File: src/stream_packet_builder_consts.vh
// Constants for the stream packet builder: register map, fields, resets.
// Assumes a 32-bit APB slave with byte addresses and one word per register.
`ifndef STREAM_PACKET_BUILDER_CONSTS_VH
`define STREAM_PACKET_BUILDER_CONSTS_VH

// Register byte offsets
`define CTRL_OFS        8'h00
`define PKT_LEN_OFS     8'h04
`define STATUS_OFS      8'h08
`define IRQ_STAT_OFS    8'h0c
`define IRQ_MASK_OFS    8'h10

// Control fields
`define CTRL_ENABLE_BIT 0
`define CTRL_RESET      1'h1

// Status / interrupt fields
`define IRQ_DONE_BIT    0
`define IRQ_ILLEGAL_BIT 1
`define IRQ_MASK_RESET  2'h0

// Source select codes
`define SRC_ETH_HDR     4'h0
`define SRC_SAMPLE      4'h1
`define SRC_PAYLOAD_1   4'h2

// Payload header length in bytes
`define PAYLOAD_HDR_LEN 11'h003

`endif

File: src/stream_packet_builder.v
// Builds one streaming packet per start: Ethernet header, payload header,
// then 16-bit samples split into bytes toward the packet byte FIFO.
// Assumes the sample FIFO is first-word-fall-through, the header ROM and
// byte multiplexer sit outside, and start comes from same-clock logic.
//
// The implementer's own choices: the APB slave port and the register addresses.
`timescale 1ns/1ps
`default_nettype none
`include "stream_packet_builder_consts.vh"

module stream_packet_builder #(
	parameter [10:0] PKT_LEN = 11'd1024,	// Bytes per packet, default
	parameter [5:0]  HDR_LEN = 6'd14	// Ethernet header bytes
) (
	input  wire        clk_in,			// 250 MHz clock
	input  wire        rstn_in,			// Async reset, active low
	input  wire        clk_en_in,			// Freezes all state except the reset sync flops when low
	input  wire        start_in,			// Start one packet
	input  wire [3:0]  packet_index_in,		// Packet number 1..4
	input  wire        flag_clear_in,		// Clears illegal flag
	input  wire        psel_in,			// APB select
	input  wire        penable_in,			// APB enable
	input  wire        pwrite_in,			// APB write
	input  wire [7:0]  paddr_in,			// APB byte address
	input  wire [31:0] pwdata_in,			// APB write data
	output wire [31:0] prdata_out,			// APB read data
	output wire        pready_out,			// APB ready
	output wire        pslverr_out,		// APB error, unmapped
	output wire        sample_read_en_out,		// Sample FIFO pop
	output wire        byte_phase_out,		// High selects low byte
	output wire        packet_done_out,		// One-cycle done pulse
	output wire [5:0]  header_rom_addr_out,	// Header ROM address
	output wire        write_valid_n_out,		// Low: write byte
	output wire [3:0]  source_select_out,		// Byte mux select
	output wire        illegal_state_flag_out,	// Sticky illegal state
	output wire        irq_out			// Level interrupt
);

	localparam [5:0] ST_IDLE = 6'h01;
	localparam [5:0] ST_HEAD = 6'h02;
	localparam [5:0] ST_PHDR = 6'h04;
	localparam [5:0] ST_DLO  = 6'h08;
	localparam [5:0] ST_DHI  = 6'h10;
	localparam [5:0] ST_DONE = 6'h20;

	function mapped;
		input [7:0] a;
		begin
			mapped = (a == `CTRL_OFS) || (a == `PKT_LEN_OFS) ||
				(a == `STATUS_OFS) || (a == `IRQ_STAT_OFS) ||
				(a == `IRQ_MASK_OFS);
		end
	endfunction

	// Reset release through two flops
	reg        rst_s1_q;
	reg        rst_s2_q;
	wire       rstn = rst_s2_q;

	always @(posedge clk_in or negedge rstn_in) begin
		if (!rstn_in) begin
			rst_s1_q <= 1'b0;
			rst_s2_q <= 1'b0;
		end else begin
			rst_s1_q <= 1'b1;
			rst_s2_q <= rst_s1_q;
		end
	end

	reg  [5:0]  state_q;
	reg  [5:0]  state_d;
	reg  [10:0] cnt_q;
	reg  [10:0] cnt_d;
	reg         illegal_q;
	reg         bad_state;
	reg         enable_q;
	reg  [10:0] len_q;
	reg  [1:0]  irq_stat_q;
	reg  [1:0]  irq_mask_q;
	reg  [31:0] prdata_q;
	reg         pslverr_q;

	wire [10:0] len_m1   = len_q - 11'd1;
	wire [10:0] hdr_last = {5'h00, HDR_LEN} - 11'd1;
	wire [10:0] phdr_last = {5'h00, HDR_LEN} + `PAYLOAD_HDR_LEN - 11'd1;
	wire        at_end   = (cnt_q == len_m1);
	wire        acc      = psel_in & penable_in;
	wire        setup    = psel_in & ~penable_in;
	wire        wr       = acc & pwrite_in;
	wire        rd_stat  = acc & ~pwrite_in & (paddr_in == `IRQ_STAT_OFS);

	// Next state
	always @* begin
		state_d   = state_q;
		cnt_d     = cnt_q;
		bad_state = 1'b0;
		case (state_q)
		ST_IDLE: begin
			cnt_d = 11'd0;
			if (start_in && enable_q)
				state_d = ST_HEAD;
		end
		ST_HEAD: begin
			cnt_d = cnt_q + 11'd1;
			if (cnt_q == hdr_last)
				state_d = ST_PHDR;
		end
		ST_PHDR: begin
			cnt_d = cnt_q + 11'd1;
			if (cnt_q == phdr_last)
				state_d = ST_DLO;
		end
		ST_DLO: begin
			cnt_d = cnt_q + 11'd1;
			if (at_end)
				state_d = ST_DONE;
			else
				state_d = ST_DHI;
		end
		ST_DHI: begin
			cnt_d = cnt_q + 11'd1;
			if (at_end)
				state_d = ST_DONE;
			else
				state_d = ST_DLO;
		end
		ST_DONE: begin
			state_d = ST_IDLE;
		end
		default: begin
			bad_state = 1'b1;
			state_d   = ST_IDLE;
			cnt_d     = 11'd0;
		end
		endcase
	end

	always @(posedge clk_in or negedge rstn) begin
		if (!rstn) begin
			state_q   <= ST_IDLE;
			cnt_q     <= 11'd0;
			illegal_q <= 1'b0;
		end else if (clk_en_in) begin
			state_q <= state_d;
			cnt_q   <= cnt_d;
			if (bad_state)
				illegal_q <= 1'b1;
			else if (flag_clear_in)
				illegal_q <= 1'b0;
		end
	end

	// Register file
	always @(posedge clk_in or negedge rstn) begin
		if (!rstn) begin
			enable_q   <= `CTRL_RESET;
			len_q      <= 11'd0;
			irq_mask_q <= `IRQ_MASK_RESET;
			irq_stat_q <= 2'h0;
			prdata_q   <= 32'h0000_0000;
			pslverr_q  <= 1'b0;
		end else if (clk_en_in) begin
			if (len_q == 11'd0)
				len_q <= PKT_LEN;
			if (wr && paddr_in == `CTRL_OFS)
				enable_q <= pwdata_in[`CTRL_ENABLE_BIT];
			if (wr && paddr_in == `PKT_LEN_OFS && pwdata_in[10:0] != 11'd0)
				len_q <= pwdata_in[10:0];
			if (wr && paddr_in == `IRQ_MASK_OFS)
				irq_mask_q <= pwdata_in[1:0];
			irq_stat_q <= (rd_stat ? 2'h0 : irq_stat_q) |
				{bad_state, state_q == ST_DONE};
			if (setup) begin
				pslverr_q <= ~mapped(paddr_in);
				case (paddr_in)
				`CTRL_OFS:     prdata_q <= {31'h0, enable_q};
				`PKT_LEN_OFS:  prdata_q <= {21'h0, len_q};
				`STATUS_OFS:   prdata_q <= {cnt_q, 13'h0, state_q,
						1'b0, illegal_q};
				`IRQ_STAT_OFS: prdata_q <= {30'h0, irq_stat_q};
				`IRQ_MASK_OFS: prdata_q <= {30'h0, irq_mask_q};
				default:       prdata_q <= 32'h0000_0000;
				endcase
			end
		end
	end

	assign prdata_out  = prdata_q;
	assign pready_out  = 1'b1;
	assign pslverr_out = pslverr_q & acc;
	assign irq_out     = |(irq_stat_q & irq_mask_q);

	// Outputs decoded from state, count and packet index; flag from illegal_q
	assign header_rom_addr_out = cnt_q[5:0];
	assign write_valid_n_out = ~(state_q == ST_HEAD || state_q == ST_PHDR ||
		state_q == ST_DLO || state_q == ST_DHI);
	assign byte_phase_out = (state_q == ST_DLO);
	assign sample_read_en_out = (state_q == ST_DHI) ||
		(state_q == ST_DLO && at_end);
	assign source_select_out = (state_q == ST_PHDR) ?
		(`SRC_PAYLOAD_1 + packet_index_in - 4'h1) :
		((state_q == ST_DLO || state_q == ST_DHI) ?
		`SRC_SAMPLE : `SRC_ETH_HDR);
	assign packet_done_out = (state_q == ST_DONE);
	assign illegal_state_flag_out = illegal_q;

endmodule // stream_packet_builder
`default_nettype wire

File: config.mk
export PLATFORM = sky130hd
export DESIGN_NAME = stream_packet_builder
export DESIGN_NICKNAME = d
export VERILOG_FILES = /design/src/stream_packet_builder.v
export VERILOG_INCLUDE_DIRS = /design/src
export SDC_FILE = /design/constraint.sdc
export NUM_CORES = 1
export LEC_CHECK = 0
export ABC_AREA = 0
export BUFFER_PORTS_ARGS = -buffer_cell sky130_fd_sc_hd__buf_2
export CAP_MARGIN = 10
export CELL_PAD_IN_SITES_DETAIL_PLACEMENT = 1
export CELL_PAD_IN_SITES_GLOBAL_PLACEMENT = 1
export CORE_MARGIN = 1
export CORE_UTILIZATION = 33
export DETAILED_ROUTE_END_ITERATION = 10
export PLACE_DENSITY = 0.76
export SETUP_SLACK_MARGIN = 0.3
export SLEW_MARGIN = 20
export SYNTH_ARGS = -nofsm -noshare
export SYNTH_HDL_FRONTEND = slang
export SYNTH_SLANG_ARGS = --single-unit
File: constraint.sdc
create_clock -name clk_in -period 3.7 [get_ports clk_in]
set_input_delay 0.925 -clock clk_in [delete_from_list [all_inputs] [get_ports clk_in]]
set_output_delay 0.925 -clock clk_in [all_outputs]
set_load 0.005 [all_outputs]
==> results, run 1 <==
- In the final routed layout, each cell accounts on average for 17.29 um.
- Once the floorplan was initialized, standard cells occupied 33.84% of the core.
- Clock skew on the completed layout was measured at 0.01153 ns.
- The count of H-tree levels built during CTS is 3.
- The max capacitance violation total is 0.
- A synthesized cell averages 8.919 um^2.
- Setup slack closes at 0.03230 ns.
- The region available for standard cell placement spans 0.01028 mm^2.
- The slew at the pin with the worst max-slew slack is 0.7177 ns.
- The data required time of the worst path is 2.77 ns.
- The count of warnings emitted by yosys is 0.
- The first global-routing pass estimated 17.15 mm of wire.
- The clock sink count is 59.
- The number of global-route vias before repair came to 3360.
- For this run, the leading register cell type out of synthesis is sky130_fd_sc_hd__dfrtp_1.
- Clock-pin slew was measured on the worst setup and hold paths at 0.07 ns.
- The cell area that synthesis handed to floorplanning was 0.003478 mm^2.
- The first detailed-routing pass ran for 6 iterations.
- The sequential cells in the finished layout cover a total of 0.001481 mm^2.
- Measured against its own limit, the worst slew margin works out to 52.16%.
- Leaving out fill and tap cells, the most frequent cells in the layout are sky130_fd_sc_hd__buf_2 (69), sky130_fd_sc_hd__dfrtp_1 (55), sky130_fd_sc_hd__nand2_1 (52), sky130_fd_sc_hd__nor2_1 (28), sky130_fd_sc_hd__nand3_1 (22).
- The post-route clock period utilization is 99.13%.
- The mean number of vias per cell is 5.406.
- After synthesis, the netlist uses 57 different library cells.
- TritonCTS built the clock tree.
- The startpoint type of the worst setup path is a flip-flop.
- Based on the critical path, the design can be clocked at up to 272.7 MHz.
- Prior to clock tree synthesis, the placed netlist has a worst setup slack of 0.1821 ns.
- The HPWL after detailed placement is 7.538 mm.
- Global routing finished with a remaining overflow of 0.
- The placer's final routability congestion estimate is 0.8017.
- The largest net degree at the start of global routing is 33.
- The cell count after synthesis is 390.
- After routing the design area is 0.004155 mm^2.
- The library cell used as clock root buffer is sky130_fd_sc_hd__clkbuf_8.
- The critical path goes through inv_1, ha_1, or4b_4, or3_4, nor2_4, a32oi_2, or4_4, o21ai_2, buf_2.
- The final-report max-slew violation count is 0.
- After synthesis, the share of flip-flops with an asynchronous set or reset is 100.0%.
- The count of inserted antenna diode cells is 0.
- The initial antenna violation count is 0.
- The final critical path time including I/O delays and setup is 3.668 ns.
- The post-route netlist has 27.07% of its cells at a drive strength greater than 1.
- In this run the remaining antenna-violating nets after routing total 0.
- The final number of hold-violating endpoints was 0.
- The area taken by multi-input logic gates is 0.001828 mm^2.
- The cell area after placement is 0.003890 mm^2.
- The signed area change from the synthesized netlist to the final layout is 19.46%.
- In the routed design, unresolved DRC markers number 0.
- Excluding fillers, the count of instances in the completed layout stands at 594.
- The kind of capture point of the worst setup path is an output pin.
- The number of nets in the layout is 510.
- The total of buffers placed on input and output ports is 69.
- The number of rows in the core area is 37.
- Of the synthesized area, sequential elements account for 42.52%.
- The type of the tightest min-delay check is reg -> async.
- Leaving out fill and tap cells, the most frequent cell in the layout is sky130_fd_sc_hd__buf_2.
- The floorplan step set the die height to 104.7 um.
- After filler insertion, the fill cell instance count of the layout stands at 1263.
- Hold timing on the final database bottoms out at a slack of 0.3307 ns.
- Dividing total power by cell area gives a power density of 413.3 mW/mm^2.
- The synthesized design contains 59 register bits.
- The total wire length is 10.27 mm.
- The floorplan die area is 0.01095 mm^2.
- For this block, the initial DRC count from the detailed router was 200.
- Across the VDD grid, the largest voltage drop is 0.1516 mV.
- The largest fanout on the critical path is 3.
- Setup repair after global routing could not meet its margin everywhere.
- The CTS buffer count is 9.
- The data arrival time of the critical path is 2.74 ns.
- Detailed routing inserted a total of 3211 vias.
- The number of buffers on the longest clock path is 2.
- The die is 104.7 um wide.
- The quantity of hold-fixing buffers added after cts is 0.
- The flow ran to the end, and the final reports show no timing, DRC or antenna violations.
- The largest stage delay on the critical path is 0.48 ns.
- The master of the slowest instance on the critical path is sky130_fd_sc_hd__or4b_4.
- In this run, synthesis inferred 0 flip-flops with an integrated enable.
- For the worst-skew pair, the clock arrives at the later sink with an insertion delay of 0.35 ns.
- The critical path in this run is classified as reg -> out.
- Across every metal layer, demand over resource in global routing totals 19.88%.
- Summed over all cells, the static leakage comes to 0.002015 uW.
- The post-placement cell count is 577.
- The I/O pin count is 102.
- The count of final setup violators is 0.
==> logic make-up (layout without fill, tap and decap cells) <==
logic type / after synthesis / in the layout / synth area share, %
adder cells (fa/ha/maj): 5 / 5 / 1.799
buffers and inverters: 52 / 110 / 7.770
flip-flops: 59 / 59 / 42.52
XOR/XNOR: 17 / 17 / 4.281
multiplexers: 14 / 14 / 4.425
AO/OA/AOI/OAI: 69 / 69 / 13.24
other: 2 / 12 / 0.2159
AND/OR/NAND/NOR: 172 / 172 / 25.76
==> critical path: cells and delay by family, from the launching register on <==
family / cells / cell delay [ns]
AOI/OAI and AO/OA: 2 / 0.21
DFF: 1 / 0.39
adders and majority gates: 1 / 0.16
buffers and inverters: 2 / 0.21
and+or+nand+nor: 4 / 1.43
==> repair_timing <==
item	4_1_cts	5_1_grt
pin swaps	2	1
gates resized for setup	8	6
setup endpoints to repair	1	1
setup buffers	0	1
==> Yosys cell counts (2+ instances only) <==
library cell               instances  share of area, %
sky130_fd_sc_hd__a21oi_1           7               1.0
sky130_fd_sc_hd__or2_2             2              0.36
sky130_fd_sc_hd__clkbuf_1         17               1.8
sky130_fd_sc_hd__nor4_1            6               1.1
sky130_fd_sc_hd__nor3b_1           2              0.43
sky130_fd_sc_hd__xnor2_1           8               2.0
sky130_fd_sc_hd__a22oi_1           7               1.5
sky130_fd_sc_hd__a311oi_1          2              0.50
sky130_fd_sc_hd__nor4b_1           3              0.76
sky130_fd_sc_hd__mux2i_1           3              0.86
sky130_fd_sc_hd__mux2_2           11               3.6
sky130_fd_sc_hd__conb_1            2              0.22
sky130_fd_sc_hd__buf_4            17               3.7
sky130_fd_sc_hd__and4_1            3              0.76
sky130_fd_sc_hd__o21a_1            4              0.86
sky130_fd_sc_hd__or3_1             5              0.90
sky130_fd_sc_hd__and3_1            7               1.3
sky130_fd_sc_hd__and2_1            4              0.72
sky130_fd_sc_hd__inv_1            14               1.5
sky130_fd_sc_hd__nand2b_1          4              0.72
sky130_fd_sc_hd__a211oi_1          2              0.43
sky130_fd_sc_hd__a22o_1            7               1.8
sky130_fd_sc_hd__nand4b_1          4               1.0
sky130_fd_sc_hd__nor2_1           29               3.1
sky130_fd_sc_hd__nand3_1          22               3.2
sky130_fd_sc_hd__o21ai_0          22               3.2
sky130_fd_sc_hd__nand2_1          52               5.6
sky130_fd_sc_hd__nand3b_1          4              0.86
sky130_fd_sc_hd__or4_1             2              0.43
sky130_fd_sc_hd__a31oi_1           3              0.54
sky130_fd_sc_hd__ha_1              5               1.8
sky130_fd_sc_hd__buf_2             3              0.43
sky130_fd_sc_hd__dfstp_2           2               1.5
sky130_fd_sc_hd__nand4_1           5              0.90
sky130_fd_sc_hd__nor3_1            9               1.3
sky130_fd_sc_hd__nor2b_1           3              0.54
sky130_fd_sc_hd__dfrtp_1          57                41
sky130_fd_sc_hd__xor2_1            9               2.3
sky130_fd_sc_hd__o31ai_1           4              0.86
==> where the power goes <==
part / switching, uW / internal, uW / leakage, uW
sequential: 81.2 / 683 / 0.000787
clock: 265 / 329 / 0.0000926
combinational: 209 / 150 / 0.00114
==> state kept, by name, indices dropped and copies added, names as in the netlist <==
signal                  cells
rst_s2_q                    1
irq_stat_q                  2
irq_mask_q                  2
len_q                      11
illegal_state_flag_out      1
cnt_q                      11
prdata_out                 22
enable_q                    1
rst_s1_q                    1
state_q                     6
pslverr_q                   1
==> worst paths after layout <==
check                                       startpoint                    endpoint  slack, ns  depth (start not counted)
min in group clk_in                 rst_s1_q$_DFF_PN0_          rst_s2_q$_DFF_PN0_       0.36                          0
max in group asynchronous           rst_s2_q$_DFF_PN0_        enable_q$_DFFE_PN1P_       2.51                          1
worst max-delay path              len_q[1]$_DFFE_PN0P_          sample_read_en_out       0.03                          9
worst max register to register  state_q[3]$_DFFE_PN0P_      state_q[2]$_DFFE_PN0P_       1.17                          5
worst min-delay path                rst_s2_q$_DFF_PN0_  prdata_out[26]$_DFFE_PN0P_       0.33                          0
worst min register to register      rst_s2_q$_DFF_PN0_  prdata_out[26]$_DFFE_PN0P_       0.33                          0
==> stage by stage <==
step | power (uW) | utilization [%] | TNS (ns)
2_1_floorplan | 1018 | - | 0
5_1_grt | 1817 | 40.43 | -0.09398
4_1_cts | 1734 | 40.10 | 0
6_report | 1717 | 40.43 | 0
3_5_place_dp | 1132 | 37.85 | 0
3_3_place_gp | 1109 | 37.85 | 0
==> routing by layer <==
metal	global-route usage [%]	vias up	routed length [um]
li1	-	1476	-
met1	24.41	1619	4474
met2	33.92	95	5079
met3	3.993	21	467
met4	8.249	0	251
met5	0	-	0
==> cell type report <==
cell class                      instances  share of cell area (%)
Timing Repair Buffer                   80                   10.30
Tap cell                              136                   4.095
Multi-Input combinational cell        289                   43.99
Clock inverter                          4                   1.204
Inverter                               14                   1.265
Sequential cell                        59                   35.65
Clock buffer                           12                   3.493
Power figures use the tool's default switching activity.
==> inputs of run 2 (changes only) <==
--- a/config.mk
+++ b/config.mk
@@ -12,9 +12,9 @@
 export CELL_PAD_IN_SITES_DETAIL_PLACEMENT = 1
 export CELL_PAD_IN_SITES_GLOBAL_PLACEMENT = 1
 export CORE_MARGIN = 1
-export CORE_UTILIZATION = 33
+export CORE_UTILIZATION = 38
 export DETAILED_ROUTE_END_ITERATION = 10
-export PLACE_DENSITY = 0.76
+export PLACE_DENSITY = 0.84
 export SETUP_SLACK_MARGIN = 0.3
 export SLEW_MARGIN = 20
 export SYNTH_ARGS = -nofsm -noshare
==> run 2 against run 1 <==
Largest power group unchanged. Sequential cell count unchanged. Via count rose by 2.4%. The run now ends with DRC, setup timing left. Combinational power about the same. Fmax decreased by 2.2%.
==> results, run 2 (synthesized netlist as in run 1, its figures left out) <==
- The data arrival time of the critical path came to 2.83 ns (+0.09 ns).
- The post-route cell area came to 0.004148 mm^2 (-0.18%).
- The tree is rooted in a sky130_fd_sc_hd__clkbuf_8.
- The fraction of final layout cells sized beyond drive strength 1 is 28.32% (+1.2 points).
- The area taken by multi-input logic gates is 0.001854 mm^2 (+1.4%).
- The number of DRC violations after detailed-routing iteration 0 was 262 (+31%).
- The depth of the worst register-to-register path was 5 (unchanged).
- The initial antenna violation count is 0 (unchanged).
- The number of rows in the core area is 34 (-8.1%).
- The count of inserted antenna diode cells is 0 (unchanged).
- The remaining antenna violation count after routing is 0 (unchanged).
- The cell family contributing the most delay on the critical path is simple AND/OR/NAND/NOR gates.
- The worst-case setup slack after placement is 0.03950 ns (-0.1426 ns).
- The final number of hold-violating endpoints is 0 (unchanged).
- The estimated wirelength of the detail-placed design is 7.353 mm (-2.4%).
- The count of H-tree levels built during CTS is 3 (unchanged).
- The checks that failed: DRC, setup timing.
- The floorplan die area is 0.009540 mm^2 (-13%).
- The critical path is of the reg -> out type.
- The horizontal die dimension was 97.68 um (-6.7%).
- The critical path depth in cells is 9 (unchanged).
- The clock-pin slew on the worst setup and hold paths came to 0.07 ns (about the same).
- The top cell types in the final layout, fill and taps aside, are sky130_fd_sc_hd__buf_2 (69), sky130_fd_sc_hd__dfrtp_1 (55), sky130_fd_sc_hd__nand2_1 (52), sky130_fd_sc_hd__nor2_1 (28), sky130_fd_sc_hd__nand3_1 (22).
- The static leakage is 0.002030 uW (+0.77%).
- The final critical path time including I/O delays and setup was 3.750 ns (+0.08236 ns).
- The total of buffers placed on input and output ports is 69 (unchanged).
- The residual DRC count is 9 (+9).
- The total congestion overflow after global routing is 0 (unchanged).
- The number of nets in the layout is 512 (+0.39%).
- The filler cell count in the final layout came to 1058 (-16%).
- The worst clock skew was 0.01165 ns (+0.0001235 ns).
- The internal power contribution came to 1126 uW (-3.1%).
- The area occupied by registers came to 0.001481 mm^2 (unchanged).
- The flip-flop count of the largest register after layout is 22 (unchanged).
- The clock network fraction of total power was 32.9% (-1.7 points).
- The total vias in the final route came to 3288 (+2.4%).
- The final cell count without fillers is 567 (-4.5%).
- The flow ran to the end, but the final reports show violations.
- The I/O pin count is 102 (unchanged).
- The initial core utilization is 39.50% (+5.7 points).
- The power density over cell area was 406.3 mW/mm^2 (-1.7%).
- The data required time of the worst path is 2.77 ns (about the same).
- The number of global-route vias before repair is 3548 (+5.6%).
- The largest fanout on the critical path is 4 (+1).
- The number of buffers on the longest clock path is 2 (unchanged).
- The slew at the pin with the worst max-slew slack is 0.7601 ns (+0.04248 ns).
- The count of final setup violators is 1 (+1).
- The largest stage delay on the critical path is 0.55 ns (+0.07 ns).
- The max capacitance violation total is 0 (unchanged).
- On the critical path, the stage with the largest delay is an instance of sky130_fd_sc_hd__or4_4.
- The die span in y is 97.68 um (-6.7%).
- Setup repair after global routing could not meet its margin everywhere.
- The kind of capture point of the worst setup path is an output pin.
- TritonCTS built the clock tree.
- The type of the tightest min-delay check is reg -> async.
- The post-route clock period utilization is 101.4% (+2.2 points).
- The clock insertion delay at the later pin of the skew report is 0.35 ns (about the same).
- The first-pass GRT wire length was 17.55 mm (+2.3%).
- The achievable frequency is 266.7 MHz (-2.2%).
- The final core utilization was 47.10% (+6.7 points).
- The clock sink count is 59 (unchanged).
- The CTS buffer count is 9 (unchanged).
- The worst path buffer plus inverter count is 3 (+1).
- The combinational fraction of design power is 21.5% (+0.6 points).
- The cell area after placement is 0.003832 mm^2 (-1.5%).
- The startpoint type of the worst setup path is a flip-flop.
- The most common library cell in the layout ignoring fill and taps is sky130_fd_sc_hd__buf_2.
- The signed area change from the synthesized netlist to the final layout is 19.24%.
- The final-report max-slew violation count is 0 (unchanged).
- The post-placement cell count is 546 (-5.4%).
- The total iterations of the first detailed-routing run is 8 (+2).
- The global routing usage summed across all routing layers is 23.60% (+3.7 points).
- The sequential share of power is 45.5% (+1.0 points).
- The total wire length is 10.95 mm (+6.6%).
- The maximum vdd ir drop came to 0.1974 mV (+30%).
- The tightest slew margin relative to the limit was 49.32% (-2.8 points).
- The placer's final routability congestion estimate is 0.8817 (+10%).
- The largest net degree at the start of global routing is 34 (+3.0%).
- The worst setup slack after layout came to -0.05006 ns (-0.08236 ns).
- The mean number of vias per cell is 5.799 (+7.3%).
- The power consumption is 1685 uW (-1.9%).
- The average wire length per cell after detail routing is 19.31 um (+12%).
- The standard cell core area is 0.008806 mm^2 (-14%).
- The total net switching power is 559.0 uW (+0.67%).
- Walking the worst path, the cells encountered are buf_4, buf_4, or2_2, nor3b_1, or2_2, a311oi_1, or4_4, o21ai_2, buf_2.
- The switching share of total power is 33.17% (+0.84 points).
[run 2: changes by cell type in the layout (fill, tap and decap cells not counted), moves of 2 or more]
| cell | previous run | this run |
|---|---|---|
| sky130_fd_sc_hd__buf_4 | 11 | 13 |
| sky130_fd_sc_hd__clkbuf_8 | 10 | 12 |
| sky130_fd_sc_hd__clkinvlp_4 | 2 | 0 |
| sky130_fd_sc_hd__inv_1 | 14 | 12 |
[run 2: stage by stage]
stage                TNS, ns  hold WS [ns]
global placement           0        0.3357
global route         -0.1195        0.3396
CTS                        0        0.3392
detailed placement         0        0.3496
finish              -0.05006        0.3380
floorplan                  0        0.3312
[run 2: worst register-to-register path: stages, from the launching register on]
cell and delay, ns:
sky130_fd_sc_hd__dfrtp_1 0.49, sky130_fd_sc_hd__or4_1 0.57, sky130_fd_sc_hd__or3_1 0.42, sky130_fd_sc_hd__a21oi_1 0.21, sky130_fd_sc_hd__nand4b_1 0.41, sky130_fd_sc_hd__mux2_2 0.39
[run 2: power by group through the flow]
stage,logic (uW),registers [uW],clock network (uW)
finish,362,768,555
global route,403,774,587
CTS,358,766,559
detailed placement,350,777,0
global placement,332,774,0
floorplan,290,728,0
[run 2: path summary, 6_finish.rpt]
check / start / endpoint / slack, ns
worst min-delay path: rst_s2_q$_DFF_PN0_ / prdata_out[26]$_DFFE_PN0P_ / 0.34
worst max register to register: state_q[4]$_DFFE_PN0P_ / state_q[2]$_DFFE_PN0P_ / 1.11
worst max-delay path: len_q[0]$_DFFE_PN0P_ / sample_read_en_out / -0.05
max in group asynchronous: rst_s2_q$_DFF_PN0_ / enable_q$_DFFE_PN1P_ / 2.45
worst min register to register: rst_s2_q$_DFF_PN0_ / prdata_out[26]$_DFFE_PN0P_ / 0.34
min in group clk_in: rst_s1_q$_DFF_PN0_ / rst_s2_q$_DFF_PN0_ / 0.36
[run 2: area by class of cell]
cell class	count	area share (%)
Clock buffer	13	4.072
Sequential cell	59	35.72
Multi-Input combinational cell	289	44.71
Clock inverter	2	0.2413
Tap cell	108	3.258
Timing Repair Buffer	82	10.68
Inverter	14	1.327
[run 2: repair_timing]
item,4_1_cts,5_1_grt
buffers inserted,6,0
resized for setup,13,8
hold buffers,0,0
endpoints found under the setup margin,1,1
pin swaps,1,1
[run 2: per-layer routing]
| metal | vias to the layer above | wire length (um) | track usage [%] |
|---|---|---|---|
| li1 | 1482 | - | - |
| met1 | 1684 | 4530 | 26.86 |
| met2 | 94 | 5712 | 41.63 |
| met3 | 28 | 406 | 4.460 |
| met4 | 0 | 300 | 12.82 |
| met5 | - | 0 | 0 |
==> inputs of run 3 (changes only) <==
==> constraint.sdc (replaced) <==
create_clock -name clk_in -period 4.3 [get_ports clk_in]
set_input_delay 1.075 -clock clk_in [delete_from_list [all_inputs] [get_ports clk_in]]
set_output_delay 1.075 -clock clk_in [all_outputs]
set_load 0.005 [all_outputs]
==> run 3 against run 2 <==
The flow finishes with violations (DRC). Core utilization decreased by 0.87 points. Global-route usage decreased by 1.5 points. First-iteration DRC count decreased by 17%. Clock skew about the same. Setup slack improved by 0.49 ns. Sequential power decreased by 15%. Non-clock buffer count decreased by 4. Largest power group unchanged.
==> results, run 3 (synthesized netlist as in run 1, its figures left out) <==
- The die span in y came to 97.68 um (unchanged).
- The clock insertion delay at the later pin of the skew report is 0.34 ns (about the same).
- Counting I/O delays and the setup requirement, the final critical path takes 3.861 ns.
- The maximum vdd ir drop was 0.1699 mV (-14%).
- The largest fanout on the critical path was 6 (+2).
- The post-placement cell count is 544 (-0.37%).
- The largest net degree at the start of global routing is 58 (+71%).
- The cell area after placement came to 0.003817 mm^2 (-0.39%).
- The estimated wirelength of the detail-placed design is 7.150 mm (-2.8%).
- The first-pass GRT wire length is 16.64 mm (-5.2%).
- The fraction of final layout cells sized beyond drive strength 1 is 26.37% (-1.9 points).
- The count of final setup violators is 0 (-1).
- The count of H-tree levels built during CTS is 3 (unchanged).
- The remaining antenna violation count after routing came to 0 (unchanged).
- The horizontal die dimension is 97.68 um (unchanged).
- The standard cell core area is 0.008806 mm^2 (unchanged).
- The category of the critical setup timing path is reg -> out.
- The kind of capture point of the worst setup path is an output pin.
- The clock network fraction of total power is 32.8% (about the same).
- The switching share of total power was 32.46% (-0.71 points).
- The flip-flop count of the largest register after layout came to 22 (unchanged).
- The total of buffers placed on input and output ports was 69 (unchanged).
- The slowest stage of the critical path belongs to the cell sky130_fd_sc_hd__or4b_4.
- The CTS buffer count is 9 (unchanged).
- The total iterations of the first detailed-routing run is 8 (unchanged).
- The total wire length is 9.919 mm (-9.4%).
- The total vias in the final route came to 3173 (-3.5%).
- The total net switching power is 464.3 uW (-17%).
- The worst clock skew is 0.01123 ns (-0.0004210 ns).
- The clock-pin slew on the worst setup and hold paths is 0.06 ns (about the same).
- The number of DRC violations after detailed-routing iteration 0 came to 218 (-17%).
- The static leakage is 0.002008 uW (-1.1%).
- The slew at the pin with the worst max-slew slack was 0.7285 ns (-0.03163 ns).
- STA classifies the critical path startpoint as a flip-flop.
- The initial core utilization is 39.50% (unchanged).
- The number of rows in the core area is 34 (unchanged).
- The final-report max-slew violation count is 0 (unchanged).
- The clock sink count is 59 (unchanged).
- The placer's final routability congestion estimate came to 0.8575 (-2.7%).
- The number of nets in the layout is 508 (-0.78%).
- The average wire length per cell after detail routing came to 17.62 um (-8.8%).
- The number of global-route vias before repair is 3242 (-8.6%).
- The tightest slew margin relative to the limit is 51.43% (+2.1 points).
- The final number of hold-violating endpoints was 0 (unchanged).
- The data required time of the worst path came to 3.22 ns (+0.45 ns).
- The post-route cell area is 0.004071 mm^2 (-1.8%).
- The checks that failed: DRC.
- The critical path starts at len_q[4]$_DFFE_PN0P_.
- The CTS tree is built.
- The worst setup slack after layout was 0.4394 ns (+0.4894 ns).
- The most common library cell in the layout ignoring fill and taps is sky130_fd_sc_hd__buf_2.
- The signed area change from the synthesized netlist to the final layout is 17.05%.
- The post-route clock period utilization is 89.78%.
- The floorplan die area is 0.009540 mm^2 (unchanged).
- The count of inserted antenna diode cells was 0 (unchanged).
- The most critical setup path has its endpoint at sample_read_en_out.
- The initial antenna violation count is 0 (unchanged).
- The total negative slack is 0 ns (+0.05006 ns).
- The number of buffers on the longest clock path is 2 (unchanged).
- The flow ran to the end, but the final reports show violations.
- The library cell used as clock root buffer is sky130_fd_sc_hd__clkbuf_8.
- In this run the critical register-to-register path is launched from state_q[4]$_DFFE_PN0P_.
- The global routing usage summed across all routing layers came to 22.08% (-1.5 points).
- The total congestion overflow after global routing was 0 (unchanged).
- The internal power contribution came to 966.2 uW (-14%).
- The residual DRC count is 10 (+1).
- The type of the tightest min-delay check is reg -> reg.
- The internal reg-to-reg setup slack is 1.77 ns (+0.66 ns).
- The mean number of vias per cell is 5.636 (-2.8%).
- The signal on the critical path passes through or4b_4, or3_1, nor2_1, a32oi_1, or4_4, o21ai_2, buf_2.
- The data arrival time of the critical path came to 2.79 ns (-0.04 ns).
- The largest stage delay on the critical path was 0.62 ns (+0.07 ns).
- The combinational fraction of design power is 21.6% (about the same).
- In the layout the commonest cells are sky130_fd_sc_hd__buf_2 (69), sky130_fd_sc_hd__dfrtp_1 (54), sky130_fd_sc_hd__nand2_1 (52), sky130_fd_sc_hd__nor2_1 (29), sky130_fd_sc_hd__nand3_1 (22).
- The quantity of hold-fixing buffers added after cts is 0 (unchanged).
- The sequential share of power is 45.6% (about the same).
- The max capacitance violation total is 0 (unchanged).
- The endpoint identified for the worst register-to-register timing path is state_q[2]$_DFFE_PN0P_.
- Setup repair after global routing left no endpoint under its margin.
- The power density over cell area is 351.3 mW/mm^2 (-14%).
- The worst-case setup slack after placement is 0.4341 ns (+0.3947 ns).
- The final cell count without fillers is 563 (-0.71%).
- The depth of the worst register-to-register path is 5 (unchanged).
- The I/O pin count is 102 (unchanged).
- Based on the critical path, the design can be clocked at up to 259.0 MHz.
-- run 3: critical path, delay by kind of cell (launching register included) --
family	cells	cell delay (ns)
AO/OA/AOI/OAI	2	0.22
buffers and inverters	1	0.13
flip-flops	1	0.55
AND/OR/NAND/NOR	4	1.55
-- run 3: power groups by stage --
stage / logic [uW] / registers, uW / clock network [uW]
2_1_floorplan: 249 / 626 / 0
3_3_place_gp: 291 / 659 / 0
3_5_place_dp: 305 / 662 / 0
4_1_cts: 308 / 651 / 479
5_1_grt: 351 / 658 / 500
6_report: 309 / 653 / 469
-- run 3: how the worst min path moves through the flow --
stage | endpoint | cells after the start | startpoint | slack (ns)
2_1_floorplan | rst_s2_q$_DFF_PN0_ | 0 | rst_s1_q$_DFF_PN0_ | 0.33
3_3_place_gp | rst_s2_q$_DFF_PN0_ | 0 | rst_s1_q$_DFF_PN0_ | 0.34
3_5_place_dp | rst_s2_q$_DFF_PN0_ | 0 | rst_s1_q$_DFF_PN0_ | 0.34
4_1_cts | rst_s2_q$_DFF_PN0_ | 0 | rst_s1_q$_DFF_PN0_ | 0.36
5_1_grt | rst_s2_q$_DFF_PN0_ | 0 | rst_s1_q$_DFF_PN0_ | 0.38
6_report | rst_s2_q$_DFF_PN0_ | 0 | rst_s1_q$_DFF_PN0_ | 0.35
-- run 3: timing repair --
action / 4_1_cts / 5_1_grt
endpoints found under the setup margin: 1 / 1
cloned: 0 / 0
setup buffers: 3 / 1
resized for setup: 8 / 5
pin swaps: 0 / 2
-- run 3: area by class of cell --
type,instances,area [um^2]
clock inverter,2,10.01
multi-input combinational,289,1809
sequential,59,1483
inverter,14,52.55
fill,1064,4735
timing repair buffer,78,412.9
tap,108,135.1
clock buffer,13,168.9
-- run 3: stage by stage --
stage,hold slack (ns),total power (uW),utilization (%)
2_1_floorplan,0.3312,875.7,-
3_3_place_gp,0.3366,949.6,43.35
3_5_place_dp,0.3427,966.6,43.35
4_1_cts,0.3575,1438,45.92
5_1_grt,0.3782,1509,46.23
6_report,0.3544,1430,46.23
-- run 3: metal layers --
layer	GRT usage [%]	vias up	routed length [um]
li1	-	1474	-
met1	28.68	1607	4404
met2	35.90	72	4953
met3	5.612	20	363
met4	7.110	0	197
met5	0	-	0
